### src/verilog/pgc_pkg.sv
// constants, encodings and types of the general command set
// assumes an 8-bit command/data port and a serial engine reporting
// one completed transaction per pulse
package pgc_pkg;

  localparam int          BYTE_W        = 8;
  localparam int          WORD_W        = 16;
  localparam int          EP_COUNT      = 16;
  localparam int          EP_W          = 4;
  localparam int          PID_NIB       = 4;
  localparam int          SCRATCH_W     = 13;
  localparam int          FRAME_W       = 11;

  // command codes
  localparam logic [7:0]  CMD_STATUS_LO = 8'hA0;
  localparam logic [7:0]  CMD_STATUS_HI = 8'hAF;
  localparam logic [7:0]  CMD_UNLOCK    = 8'hB0;
  localparam logic [7:0]  CMD_SCR_WR    = 8'hB2;
  localparam logic [7:0]  CMD_SCR_RD    = 8'hB3;
  localparam logic [7:0]  CMD_FRAME     = 8'hB4;
  localparam logic [7:0]  CMD_IDENT     = 8'hB5;
  localparam logic [15:0] UNLOCK_KEY    = 16'hAA37;

  // status byte layout
  localparam int          ST_STATUS_OVERRUN_FLAG     = 7;
  localparam int          ST_TOGGLE     = 6;
  localparam int          ST_ERR_MSB    = 4;
  localparam int          ST_ERR_LSB    = 1;
  localparam int          ST_OK         = 0;
  localparam logic [7:0]  STATUS_RESET  = 8'h00;

  // error field values
  localparam logic [3:0]  ERR_NONE      = 4'h0;
  localparam logic [3:0]  ERR_PID_CHECK = 4'h1;
  localparam logic [3:0]  ERR_PID_UNDEF = 4'h2;
  localparam logic [3:0]  ERR_UNEXPECT  = 4'h3;
  localparam logic [3:0]  ERR_TOKEN_CRC = 4'h4;
  localparam logic [3:0]  ERR_DATA_CRC  = 4'h5;
  localparam logic [3:0]  ERR_TIMEOUT   = 4'h6;
  localparam logic [3:0]  ERR_BABBLE    = 4'h7;
  localparam logic [3:0]  ERR_EOP       = 4'h8;
  localparam logic [3:0]  ERR_NAK       = 4'h9;
  localparam logic [3:0]  ERR_STALL     = 4'hA;
  localparam logic [3:0]  ERR_OVERFLOW  = 4'hB;
  localparam logic [3:0]  ERR_ISO_EMPTY = 4'hC;
  localparam logic [3:0]  ERR_STUFF     = 4'hD;
  localparam logic [3:0]  ERR_SYNC      = 4'hE;
  localparam logic [3:0]  ERR_TOGGLE    = 4'hF;

  // fault vector positions reported by the serial engine
  localparam int          FAULT_W       = 13;
  localparam int          FLT_UNEXPECT  = 0;
  localparam int          FLT_TOKEN_CRC = 1;
  localparam int          FLT_DATA_CRC  = 2;
  localparam int          FLT_TIMEOUT   = 3;
  localparam int          FLT_BABBLE    = 4;
  localparam int          FLT_EOP       = 5;
  localparam int          FLT_NAK       = 6;
  localparam int          FLT_STALL     = 7;
  localparam int          FLT_OVERFLOW  = 8;
  localparam int          FLT_ISO_EMPTY = 9;
  localparam int          FLT_STUFF     = 10;
  localparam int          FLT_SYNC      = 11;
  localparam int          FLT_TOGGLE    = 12;

  // pid nibbles and endpoint limits
  localparam logic [3:0]  PID_OUT       = 4'h1;
  localparam logic [3:0]  PID_IN        = 4'h9;
  localparam logic [3:0]  PID_SOF       = 4'h5;
  localparam logic [3:0]  PID_SETUP     = 4'hD;
  localparam logic [3:0]  PID_DATA0     = 4'h3;
  localparam logic [3:0]  PID_DATA1     = 4'hB;
  localparam logic [3:0]  PID_ACK       = 4'h2;
  localparam logic [3:0]  PID_NAK       = 4'hA;
  localparam logic [3:0]  PID_STALL     = 4'hE;
  localparam logic [3:0]  PID_PRE       = 4'hC;
  localparam logic [3:0]  EP_CTRL_LAST  = 4'h1;

  typedef enum logic [2:0] {
    PGC_IDLE, PGC_STATUS, PGC_UNLOCK, PGC_SCR_WR, PGC_SCR_RD, PGC_FRAME, PGC_IDENT
  } pgc_cmd_type;

endpackage : pgc_pkg

### src/verilog/pgc_general_commands.sv
// general command interpreter: endpoint status, unlock, scratch,
// frame number and identity over the 8-bit command/data port
// assumes strobes are one-cycle pulses synchronous to ref_clk
//
// Operation
// - status command A0..AF returns one status byte of the chosen endpoint
// - each completed transaction replaces the endpoint's recorded status, except bit 6, which changes only on a good packet
// - bit 7 set when a new event lands before the old status was read
// - bit 6 holds data toggle of last good packet
// - bit 0 set when the last data transfer completed well
// - bits 4..1 hold the error code, zero means no error
// - code 1 when pid check nibble is not the complement
// - code 2 when pid check is fine but pid is undefined
// - code 3 for wrong packet kind or setup to non-control endpoint
// - codes 4..8, 13, 14 for crc, timeout, babble, eop, stuffing, sync
// - code 9 when a nak was sent or received
// - code 10 when a stall answered a token to a stalled endpoint
// - code 11 when a packet overflows the free buffer space
// - code 12 when an isochronous endpoint sent an empty packet
// - code 15 on wrong toggle, and that packet's data is discarded
// - suspend blocks all writes, the unlock key unlocks only after resume, block kept until unlocked
// - register reads return zero after a suspend until the unlock command
// - unlock key travels low byte first, then high byte
// - 16-bit scratch word, written by one code, read by another
// - only scratch bits 12..0 hold data, upper bits written zero
// - frame command returns frame number of last good sof
// - frame number cleared to zero on bus reset until next sof
// - identity returns part code high byte, bcd revision low byte
module pgc_general_commands
  import pgc_pkg::*;
#(
  parameter logic [7:0] PART_CODE   = 8'h5A,  // arbitrary value
  parameter logic [7:0] SILICON_REV = 8'h12   // arbitrary value
) (
  // clock and reset
  input  wire logic                 ref_clk,
  input  wire logic                 rst_n,
  // processor command/data port
  input  wire logic                 cmdWrite,
  input  wire logic                 dataWrite,
  input  wire logic                 dataRead,
  input  wire logic [BYTE_W-1:0]    busIn,
  output      logic [BYTE_W-1:0]    dataOut,
  output      logic                 dataOutValid,
  // bus state
  input  wire logic                 suspended,
  input  wire logic                 busReset,
  input  wire logic                 sofValid,
  input  wire logic [FRAME_W-1:0]   sofFrame,
  // transaction report from serial engine
  input  wire logic                 txnDone,
  input  wire logic [EP_W-1:0]      txnEndpoint,
  input  wire logic [BYTE_W-1:0]    txnPid,
  input  wire logic                 txnDataXfer,
  input  wire logic                 txnToggle,
  input  wire logic [FAULT_W-1:0]   txnFault,
  // effects on the rest of the controller
  output      logic                 writeAllowed,
  output      logic                 dataDiscard
);

  // ----------------------------------------------------------------
  // state
  // ----------------------------------------------------------------
  typedef struct packed {
    pgc_cmd_type                    cmd;
    logic [EP_W-1:0]                epSel;
    logic                           byteHi;
    logic [BYTE_W-1:0]              lowByte;
    logic [EP_COUNT-1:0][BYTE_W-1:0] status;
    logic [EP_COUNT-1:0]            pending;
    logic                           locked;
    logic [SCRATCH_W-1:0]           scratch;
    logic [FRAME_W-1:0]             frame;
    logic [BYTE_W-1:0]              dataOut;
    logic                           dataOutValid;
    logic                           writeAllowed;
    logic                           discard;
  } pgc_state_type;

  pgc_state_type s_reg;
  pgc_state_type s_next;

  // ----------------------------------------------------------------
  // functions
  // ----------------------------------------------------------------
  function automatic logic pidCheckBad(input logic [BYTE_W-1:0] pid);
    return pid[2*PID_NIB-1:PID_NIB] != ~pid[PID_NIB-1:0];
  endfunction : pidCheckBad

  function automatic logic pidDefined(input logic [PID_NIB-1:0] nib);
    return nib inside {PID_OUT, PID_IN, PID_SOF, PID_SETUP, PID_DATA0,
                       PID_DATA1, PID_ACK, PID_NAK, PID_STALL, PID_PRE};
  endfunction : pidDefined

  // line faults mask everything after them, stall, nak and iso empty last
  function automatic logic [3:0] encodeError(
    input logic [BYTE_W-1:0]  pid,
    input logic [EP_W-1:0]    ep,
    input logic [FAULT_W-1:0] f
  );
    logic [3:0] code;
    code = ERR_NONE;
    if (pidCheckBad(pid)) begin
      code = ERR_PID_CHECK;
    end else if (!pidDefined(pid[PID_NIB-1:0])) begin
      code = ERR_PID_UNDEF;
    end else if (f[FLT_STUFF]) begin
      code = ERR_STUFF;
    end else if (f[FLT_SYNC]) begin
      code = ERR_SYNC;
    end else if (f[FLT_EOP]) begin
      code = ERR_EOP;
    end else if (f[FLT_TOKEN_CRC]) begin
      code = ERR_TOKEN_CRC;
    end else if (f[FLT_DATA_CRC]) begin
      code = ERR_DATA_CRC;
    end else if (f[FLT_BABBLE]) begin
      code = ERR_BABBLE;
    end else if (f[FLT_TIMEOUT]) begin
      code = ERR_TIMEOUT;
    end else if (f[FLT_UNEXPECT] ||
                 (pid[PID_NIB-1:0] == PID_SETUP && ep > EP_CTRL_LAST)) begin
      code = ERR_UNEXPECT;
    end else if (f[FLT_TOGGLE]) begin
      code = ERR_TOGGLE;
    end else if (f[FLT_OVERFLOW]) begin
      code = ERR_OVERFLOW;
    end else if (f[FLT_STALL]) begin
      code = ERR_STALL;
    end else if (f[FLT_NAK]) begin
      code = ERR_NAK;
    end else if (f[FLT_ISO_EMPTY]) begin
      code = ERR_ISO_EMPTY;
    end
    return code;
  endfunction : encodeError

  // two-byte registers go out low byte first
  function automatic logic [BYTE_W-1:0] byteOf(
    input logic [WORD_W-1:0] word,
    input logic              hi
  );
    return hi ? word[WORD_W-1:BYTE_W] : word[BYTE_W-1:0];
  endfunction : byteOf

  function automatic pgc_cmd_type decodeCmd(input logic [BYTE_W-1:0] code);
    pgc_cmd_type c;
    c = PGC_IDLE;
    if (code >= CMD_STATUS_LO && code <= CMD_STATUS_HI) begin
      c = PGC_STATUS;
    end else if (code == CMD_UNLOCK) begin
      c = PGC_UNLOCK;
    end else if (code == CMD_SCR_WR) begin
      c = PGC_SCR_WR;
    end else if (code == CMD_SCR_RD) begin
      c = PGC_SCR_RD;
    end else if (code == CMD_FRAME) begin
      c = PGC_FRAME;
    end else if (code == CMD_IDENT) begin
      c = PGC_IDENT;
    end
    return c;
  endfunction : decodeCmd

  // ----------------------------------------------------------------
  // transaction decode
  // ----------------------------------------------------------------
  logic [3:0]        errNow;
  logic              okNow;
  logic              readHit;
  logic [BYTE_W-1:0] statusSel;

  assign errNow    = encodeError(txnPid, txnEndpoint, txnFault);
  assign okNow     = txnDataXfer && (errNow == ERR_NONE);
  assign statusSel = s_reg.status[s_reg.epSel];
  assign readHit   = dataRead && !cmdWrite && !dataWrite && !s_reg.locked
                     && s_reg.cmd == PGC_STATUS && s_reg.epSel == txnEndpoint;

  // ----------------------------------------------------------------
  // next state
  // ----------------------------------------------------------------
  always_comb begin
    s_next              = s_reg;
    s_next.dataOutValid = 1'b0;
    s_next.discard      = 1'b0;

    // protection stays set across resume
    if (suspended) begin
      s_next.locked = 1'b1;
    end

    // command phase
    if (cmdWrite) begin
      s_next.cmd    = decodeCmd(busIn);
      s_next.epSel  = busIn[EP_W-1:0];
      s_next.byteHi = 1'b0;
    end else if (dataWrite) begin
      unique case (s_reg.cmd)
        PGC_UNLOCK: begin
          // key is accepted even while locked, it is the only way out
          if (!s_reg.byteHi) begin
            s_next.lowByte = busIn;
            s_next.byteHi  = 1'b1;
          end else begin
            s_next.byteHi = 1'b0;
            if ({busIn, s_reg.lowByte} == UNLOCK_KEY && !suspended) begin
              s_next.locked = 1'b0;
            end
          end
        end
        PGC_SCR_WR: begin
          if (!s_reg.byteHi) begin
            s_next.lowByte = busIn;
            s_next.byteHi  = 1'b1;
          end else begin
            s_next.byteHi = 1'b0;
            if (!s_reg.locked) begin
              // upper bits are not stored at all
              s_next.scratch = SCRATCH_W'({busIn, s_reg.lowByte});
            end
          end
        end
        default: begin
          s_next.byteHi = s_reg.byteHi;
        end
      endcase
    end else if (dataRead) begin
      s_next.dataOutValid = 1'b1;
      s_next.byteHi       = !s_reg.byteHi;
      s_next.dataOut      = '0;
      if (!s_reg.locked) begin
        unique case (s_reg.cmd)
          PGC_STATUS: begin
            s_next.dataOut                           = statusSel;
            s_next.status[s_reg.epSel][ST_STATUS_OVERRUN_FLAG]    = 1'b0;
            s_next.pending[s_reg.epSel]              = 1'b0;
            s_next.byteHi                            = 1'b0;
          end
          PGC_SCR_RD: begin
            s_next.dataOut = byteOf(WORD_W'(s_reg.scratch), s_reg.byteHi);
          end
          PGC_FRAME: begin
            s_next.dataOut = byteOf(WORD_W'(s_reg.frame), s_reg.byteHi);
          end
          PGC_IDENT: begin
            s_next.dataOut = byteOf({PART_CODE, SILICON_REV}, s_reg.byteHi);
          end
          default: begin
            s_next.dataOut = '0;
          end
        endcase
      end
    end

    // frame number; cleared on bus reset rather than left floating
    if (busReset) begin
      s_next.frame = '0;
    end
    if (sofValid) begin
      s_next.frame = sofFrame;
    end

    // transaction record wins over a same-cycle read clear
    if (txnDone) begin
      s_next.status[txnEndpoint][ST_STATUS_OVERRUN_FLAG] =
        s_reg.pending[txnEndpoint] && !readHit;
      s_next.status[txnEndpoint][ST_ERR_MSB:ST_ERR_LSB] = errNow;
      s_next.status[txnEndpoint][ST_OK]     = okNow;
      s_next.status[txnEndpoint][ST_STATUS_OVERRUN_FLAG-2] = 1'b0;
      if (okNow) begin
        s_next.status[txnEndpoint][ST_TOGGLE] = txnToggle;
      end
      s_next.pending[txnEndpoint] = 1'b1;
      s_next.discard = (errNow == ERR_TOGGLE);
    end

    s_next.writeAllowed = !s_next.locked;
  end

  // ----------------------------------------------------------------
  // registers and outputs
  // ----------------------------------------------------------------
  always_ff @(posedge ref_clk or negedge rst_n) begin
    if (!rst_n) begin
      s_reg.cmd          <= PGC_IDLE;
      s_reg.epSel        <= '0;
      s_reg.byteHi       <= 1'b0;
      s_reg.lowByte      <= '0;
      s_reg.status       <= {EP_COUNT{STATUS_RESET}};
      s_reg.pending      <= '0;
      s_reg.locked       <= 1'b0;
      s_reg.scratch      <= '0;
      s_reg.frame        <= '0;
      s_reg.dataOut      <= '0;
      s_reg.dataOutValid <= 1'b0;
      s_reg.writeAllowed <= 1'b1;
      s_reg.discard      <= 1'b0;
    end else begin
      s_reg <= s_next;
    end
  end

  assign dataOut      = s_reg.dataOut;
  assign dataOutValid = s_reg.dataOutValid;
  assign writeAllowed = s_reg.writeAllowed;
  assign dataDiscard  = s_reg.discard;

  // ----------------------------------------------------------------
  // checks
  // ----------------------------------------------------------------
  AST_STATUS_READ: assert property (
    @(posedge ref_clk) disable iff (!rst_n)
    (dataRead && !cmdWrite && !dataWrite && !s_reg.locked && s_reg.cmd == PGC_STATUS)
    |=> (dataOutValid && dataOut == $past(statusSel)))
    else $error("status read returned wrong byte");

  AST_TXN_REPLACE: assert property (
    @(posedge ref_clk) disable iff (!rst_n)
    txnDone |=> (s_reg.status[$past(txnEndpoint)][ST_ERR_MSB:ST_ERR_LSB]
                 == $past(errNow)))
    else $error("transaction did not replace error field");

  AST_STATUS_OVERRUN_FLAG: assert property (
    @(posedge ref_clk) disable iff (!rst_n)
    (txnDone && s_reg.pending[txnEndpoint] && !readHit)
    |=> s_reg.status[$past(txnEndpoint)][ST_STATUS_OVERRUN_FLAG])
    else $error("overrun flag not set");

  AST_TOGGLE: assert property (
    @(posedge ref_clk) disable iff (!rst_n)
    (txnDone && okNow)
    |=> (s_reg.status[$past(txnEndpoint)][ST_TOGGLE] == $past(txnToggle)))
    else $error("toggle bit not recorded");

  AST_OK_BIT: assert property (
    @(posedge ref_clk) disable iff (!rst_n)
    txnDone |=> (s_reg.status[$past(txnEndpoint)][ST_OK] == $past(okNow)))
    else $error("transfer ok bit wrong");

  AST_PID_CHECK: assert property (
    @(posedge ref_clk) disable iff (!rst_n)
    (txnDone && txnPid[2*PID_NIB-1:PID_NIB] != ~txnPid[PID_NIB-1:0])
    |=> (s_reg.status[$past(txnEndpoint)][ST_ERR_MSB:ST_ERR_LSB] == ERR_PID_CHECK))
    else $error("pid check error not coded");

  AST_DISCARD: assert property (
    @(posedge ref_clk) disable iff (!rst_n)
    (txnDone && errNow == ERR_TOGGLE) |=> dataDiscard ##1 !dataDiscard)
    else $error("toggle error did not discard once");

  AST_LOCK: assert property (
    @(posedge ref_clk) disable iff (!rst_n)
    suspended |=> (s_reg.locked && !writeAllowed))
    else $error("suspend did not lock writes");

  AST_READ_BLOCKED: assert property (
    @(posedge ref_clk) disable iff (!rst_n)
    (dataRead && !cmdWrite && !dataWrite && s_reg.locked) |=> (dataOutValid && dataOut == '0))
    else $error("read returned data while locked");

  AST_SCRATCH_HI: assert property (
    @(posedge ref_clk) disable iff (!rst_n)
    (dataRead && !cmdWrite && !dataWrite && !s_reg.locked
     && s_reg.cmd == PGC_SCR_RD && s_reg.byteHi)
    |=> (dataOut[BYTE_W-1:SCRATCH_W-BYTE_W] == '0))
    else $error("scratch upper bits not zero");

  AST_FRAME: assert property (
    @(posedge ref_clk) disable iff (!rst_n)
    sofValid |=> (s_reg.frame == $past(sofFrame)))
    else $error("frame number not captured");

  AST_IDENT: assert property (
    @(posedge ref_clk) disable iff (!rst_n)
    (dataRead && !cmdWrite && !dataWrite && !s_reg.locked
     && s_reg.cmd == PGC_IDENT && s_reg.byteHi)
    |=> (dataOut == PART_CODE))
    else $error("identity high byte wrong");

  AST_IDENT_REV: assert property (
    @(posedge ref_clk) disable iff (!rst_n)
    (dataRead && !cmdWrite && !dataWrite && !s_reg.locked
     && s_reg.cmd == PGC_IDENT && !s_reg.byteHi)
    |=> (dataOut == SILICON_REV))
    else $error("identity revision byte wrong");

endmodule : pgc_general_commands

### config.mk
export PLATFORM = sky130hd
export DESIGN_NAME = pgc_general_commands
export DESIGN_NICKNAME = d
export VERILOG_FILES = /design/src/verilog/pgc_pkg.sv /design/src/verilog/pgc_general_commands.sv
export SDC_FILE = /design/constraint.sdc
export NUM_CORES = 1
export LEC_CHECK = 0
export ABC_AREA = 1
export BUFFER_PORTS_ARGS = -buffer_cell sky130_fd_sc_hd__buf_2
export CELL_PAD_IN_SITES_DETAIL_PLACEMENT = 0
export CELL_PAD_IN_SITES_GLOBAL_PLACEMENT = 2
export CORE_MARGIN = 2
export CORE_UTILIZATION = 30
export CTS_CLUSTER_SIZE = 16
export DETAILED_ROUTE_END_ITERATION = 7
export HOLD_SLACK_MARGIN = 0.1
export PLACE_DENSITY_LB_ADDON = 0.3
export SLEW_MARGIN = 10
export SYNTH_ARGS = -nofsm -noshare
export SYNTH_HDL_FRONTEND = slang
export SYNTH_SLANG_ARGS = --single-unit
### constraint.sdc
create_clock -name ref_clk -period 2.7 [get_ports ref_clk]
set_input_delay 0.27 -clock ref_clk [delete_from_list [all_inputs] [get_ports ref_clk]]
set_output_delay 0.27 -clock ref_clk [all_outputs]
set_load 0.01 [all_outputs]
==> metrics.cfg <==
[status]
outcome = complete, no violations

[finish]
layout-drive-gt1-share = 0.159
fin_util = 0.354
largest_reg_flops = 185
instances_no_fill = 1679
antenna_cells = 0
nNetsFinal = 1319
areaGrowthSynthToFinish_pct = 16.0

[detailed_routing]
viasPerCell = 4.83
ant_nets = 0
num_vias = 8116
wl_per_cell_um = 18.6
drtPass1Iterations = 5
finalWirelength_um = 31300
drtIter0Drc = 557
drc = 0

[floorplanning]
die_w_um = 183
ios = 66
die_y_um = 183
initial_core_util = 0.305
coreArea_um2 = 31600
fp-row-count = 65
die-area_um2 = 33600

[sta]
fin_crit_sh = 0.838
rsz0062_at_grt = false
setup_viol = 0
finClkSkew_ps = 10.2
setup_tns_ps = 0
tightest_slew_ps = 840
slew-limit-headroom = 0.440
min_period_ps = 2260
clock.fmax_ghz = 0.442
hold_viol_final = 0
hold_slack_ps = 117
report.final.slew_viol_count = 0

[global_route]
grt_util_all_layers = 0.193
antenna_found_initial = 0
grt-ovfl-total = 0
grt_max_degree = 75
grt_first_pass_wirelength_um = 49000
grt_pass1_vias = 7949

[run]
cap_violations = 0

[synthesis]
yosysMostFrequentCell = nand2_1
synth-compound-area-share = 0.131
synth_xor_area_frac = 0.00635
ys.flop_type = dfrtp_1
netlist.area_leader.share = 0.506
ys_warn_count = 0
yosys.cell_types.count = 39
synth_enable_flop_cells = 0
synthSimpleGateAreaFrac = 0.266
syn_nets = 1246
synth_top_family_by_area = simple AND/OR/NAND/NOR gates
synth-adder-area-share = 0
ys_top_cells_by_count = nand2_1 (355), dfrtp_1 (195), inv_1 (121), o21ai_0 (109), nand3_1 (87)
synthMuxAreaShare = 0.00117
synthArstFlopShare = 1.00
synth.yosys.seq_area_share = 0.508
synth_top_area_cell = dfrtp_1
syn-cell-area_um2 = 9650
ys_top_cells_by_area = dfrtp_1 (51%), nand2_1 (14%), o21ai_0 (5.7%)
syn_area_per_cell_um2 = 8.10
synth_seq_cells = 196
syn_inst = 1191

[worst_setup_path]
cp_max_fo = 14
start_kind = register
critical_path.max_stage_delay_ps = 480
critical_path_class = register to register
path_delay_family = simple AND/OR/NAND/NOR gates
cp.required_ps = 3030
crit_buf_inv = 2
path_cells = inv_1 > nor2_4 > buf_4 > a22oi_1 > nand2_1 > nand2_1 > nand3_1 > o21ai_0 > nand3_1 > nand2_1 > nand2_1
cpMostUsedCell = nand2_1
cpMaxStageDelayCell = dfrtp_1
critPathCaptureType = register
arrival_ps = 2600

[power_and_ir_drop]
total_power_mw = 6.90
power.density_nw_per_um2 = 616
p_leak_nw = 5.51
ir_worst_vdd_v = 0.000465

[clocking]
clk_pin_slew_ps = 80
htree_num_levels = 4
clk_latency_ps = 440
cts_tree = done
cts.sinks = 196
cts.path.max_buffers = 2
cts_buffers = 17
post_cts_resized = 0
clockRootBuffer = clkbuf_16
postCtsSetupBuffers = 0

[placement]
dp_hpwl_um = 23200
dp_cells = 1631
gp_congestion = 0.837
port_buffers = 65

[min_path]
worstHoldPathType = primary input to register

stage by stage:
stage | worst slack (ps) | area, µm²
after global placement | 443 | 10500
after detailed placement | 419 | 10500
after floorplan | 1150 | 9650
final | 437 | 11200
after CTS | 410 | 11200
after global routing | 315 | 11200
routing by layer:
| layer | up-vias | GRT usage | wire (µm) |
|---|---|---|---|
| met5 | - | 0 | 0 |
| met4 | 0 | 0.0413 | 301 |
| met3 | 21 | 0.0248 | 856 |
| met2 | 144 | 0.307 | 14500 |
| met1 | 3958 | 0.282 | 15600 |
| li1 | 3993 | - | - |
tightest hold or removal path, delay by kind of cell:
kind                   cells  cell delay (ps)
buffers and inverters      1               90
and+or+nand+nor            1               40
AOI/OAI and AO/OA          1              110
cells in the final DEF (no fill, tap or decap), drive strengths merged, types with 2 or more instances in the layout:
cell type	instances
a22oi	68
clkinv	3
a21oi	13
bufinv	2
clkinvlp	4
nand3	88
nand2	378
nand4	10
dlygate4sd3	16
nor4	3
xnor2	6
clkbuf	22
inv	134
or2	4
a31oi	4
buf	100
nor3	11
o21ai	123
dfrtp	195
nor2	87
cell families (layout without fill, tap and decap cells):
| group | Yosys count | in the layout |
|---|---|---|
| buffers and inverters | 195 | 281 |
| multiplexers | 1 | 1 |
| AND/OR/NAND/NOR | 582 | 582 |
| AO/OA/AOI/OAI | 210 | 210 |
| XOR/XNOR | 7 | 7 |
| flip-flops | 196 | 196 |
path summary, 6_finish.rpt:
kind / from / end / slack (ps) / cells after the start
min reg2reg: s_reg[81]$_DFFE_PN0P_ / s_reg[81]$_DFFE_PN0P_ / 480 / 2
max: s_reg[190]$_DFFE_PN0P_ / dataOut[0]$_DFFE_PN0P_ / 440 / 11
min in group asynchronous: rst_n / s_reg[53]$_DFFE_PN0P_ / 430 / 2
min: busIn[6] / s_reg[186]$_DFFE_PN0P_ / 120 / 3
max reg2reg: s_reg[190]$_DFFE_PN0P_ / dataOut[0]$_DFFE_PN0P_ / 440 / 11
max in group asynchronous: rst_n / s_reg[64]$_DFFE_PN0P_ / 1390 / 3
power by group:
group          switching [mW]  internal, mW  total (mW)
Combinational           0.582         0.320       0.902
Clock                    1.19          1.42        2.61
Sequential              0.189          3.20        3.39
layout make-up:
type / count / area, µm²
repair buffers: 117 / 802
fillers: 3324 / 20400
multi-input cells: 800 / 3910
flip-flops and latches: 196 / 4910
well taps: 402 / 503
inverters: 132 / 495
clock inverters: 11 / 126
clock buffers: 21 / 460
what timing repair did:
| action | in CTS | in global routing |
|---|---|---|
| endpoints found under the setup margin | 0 | 0 |
| hold endpoints to repair | 86 | 0 |
| hold buffers | 16 | 0 |
Power figures use the tool's default switching activity.
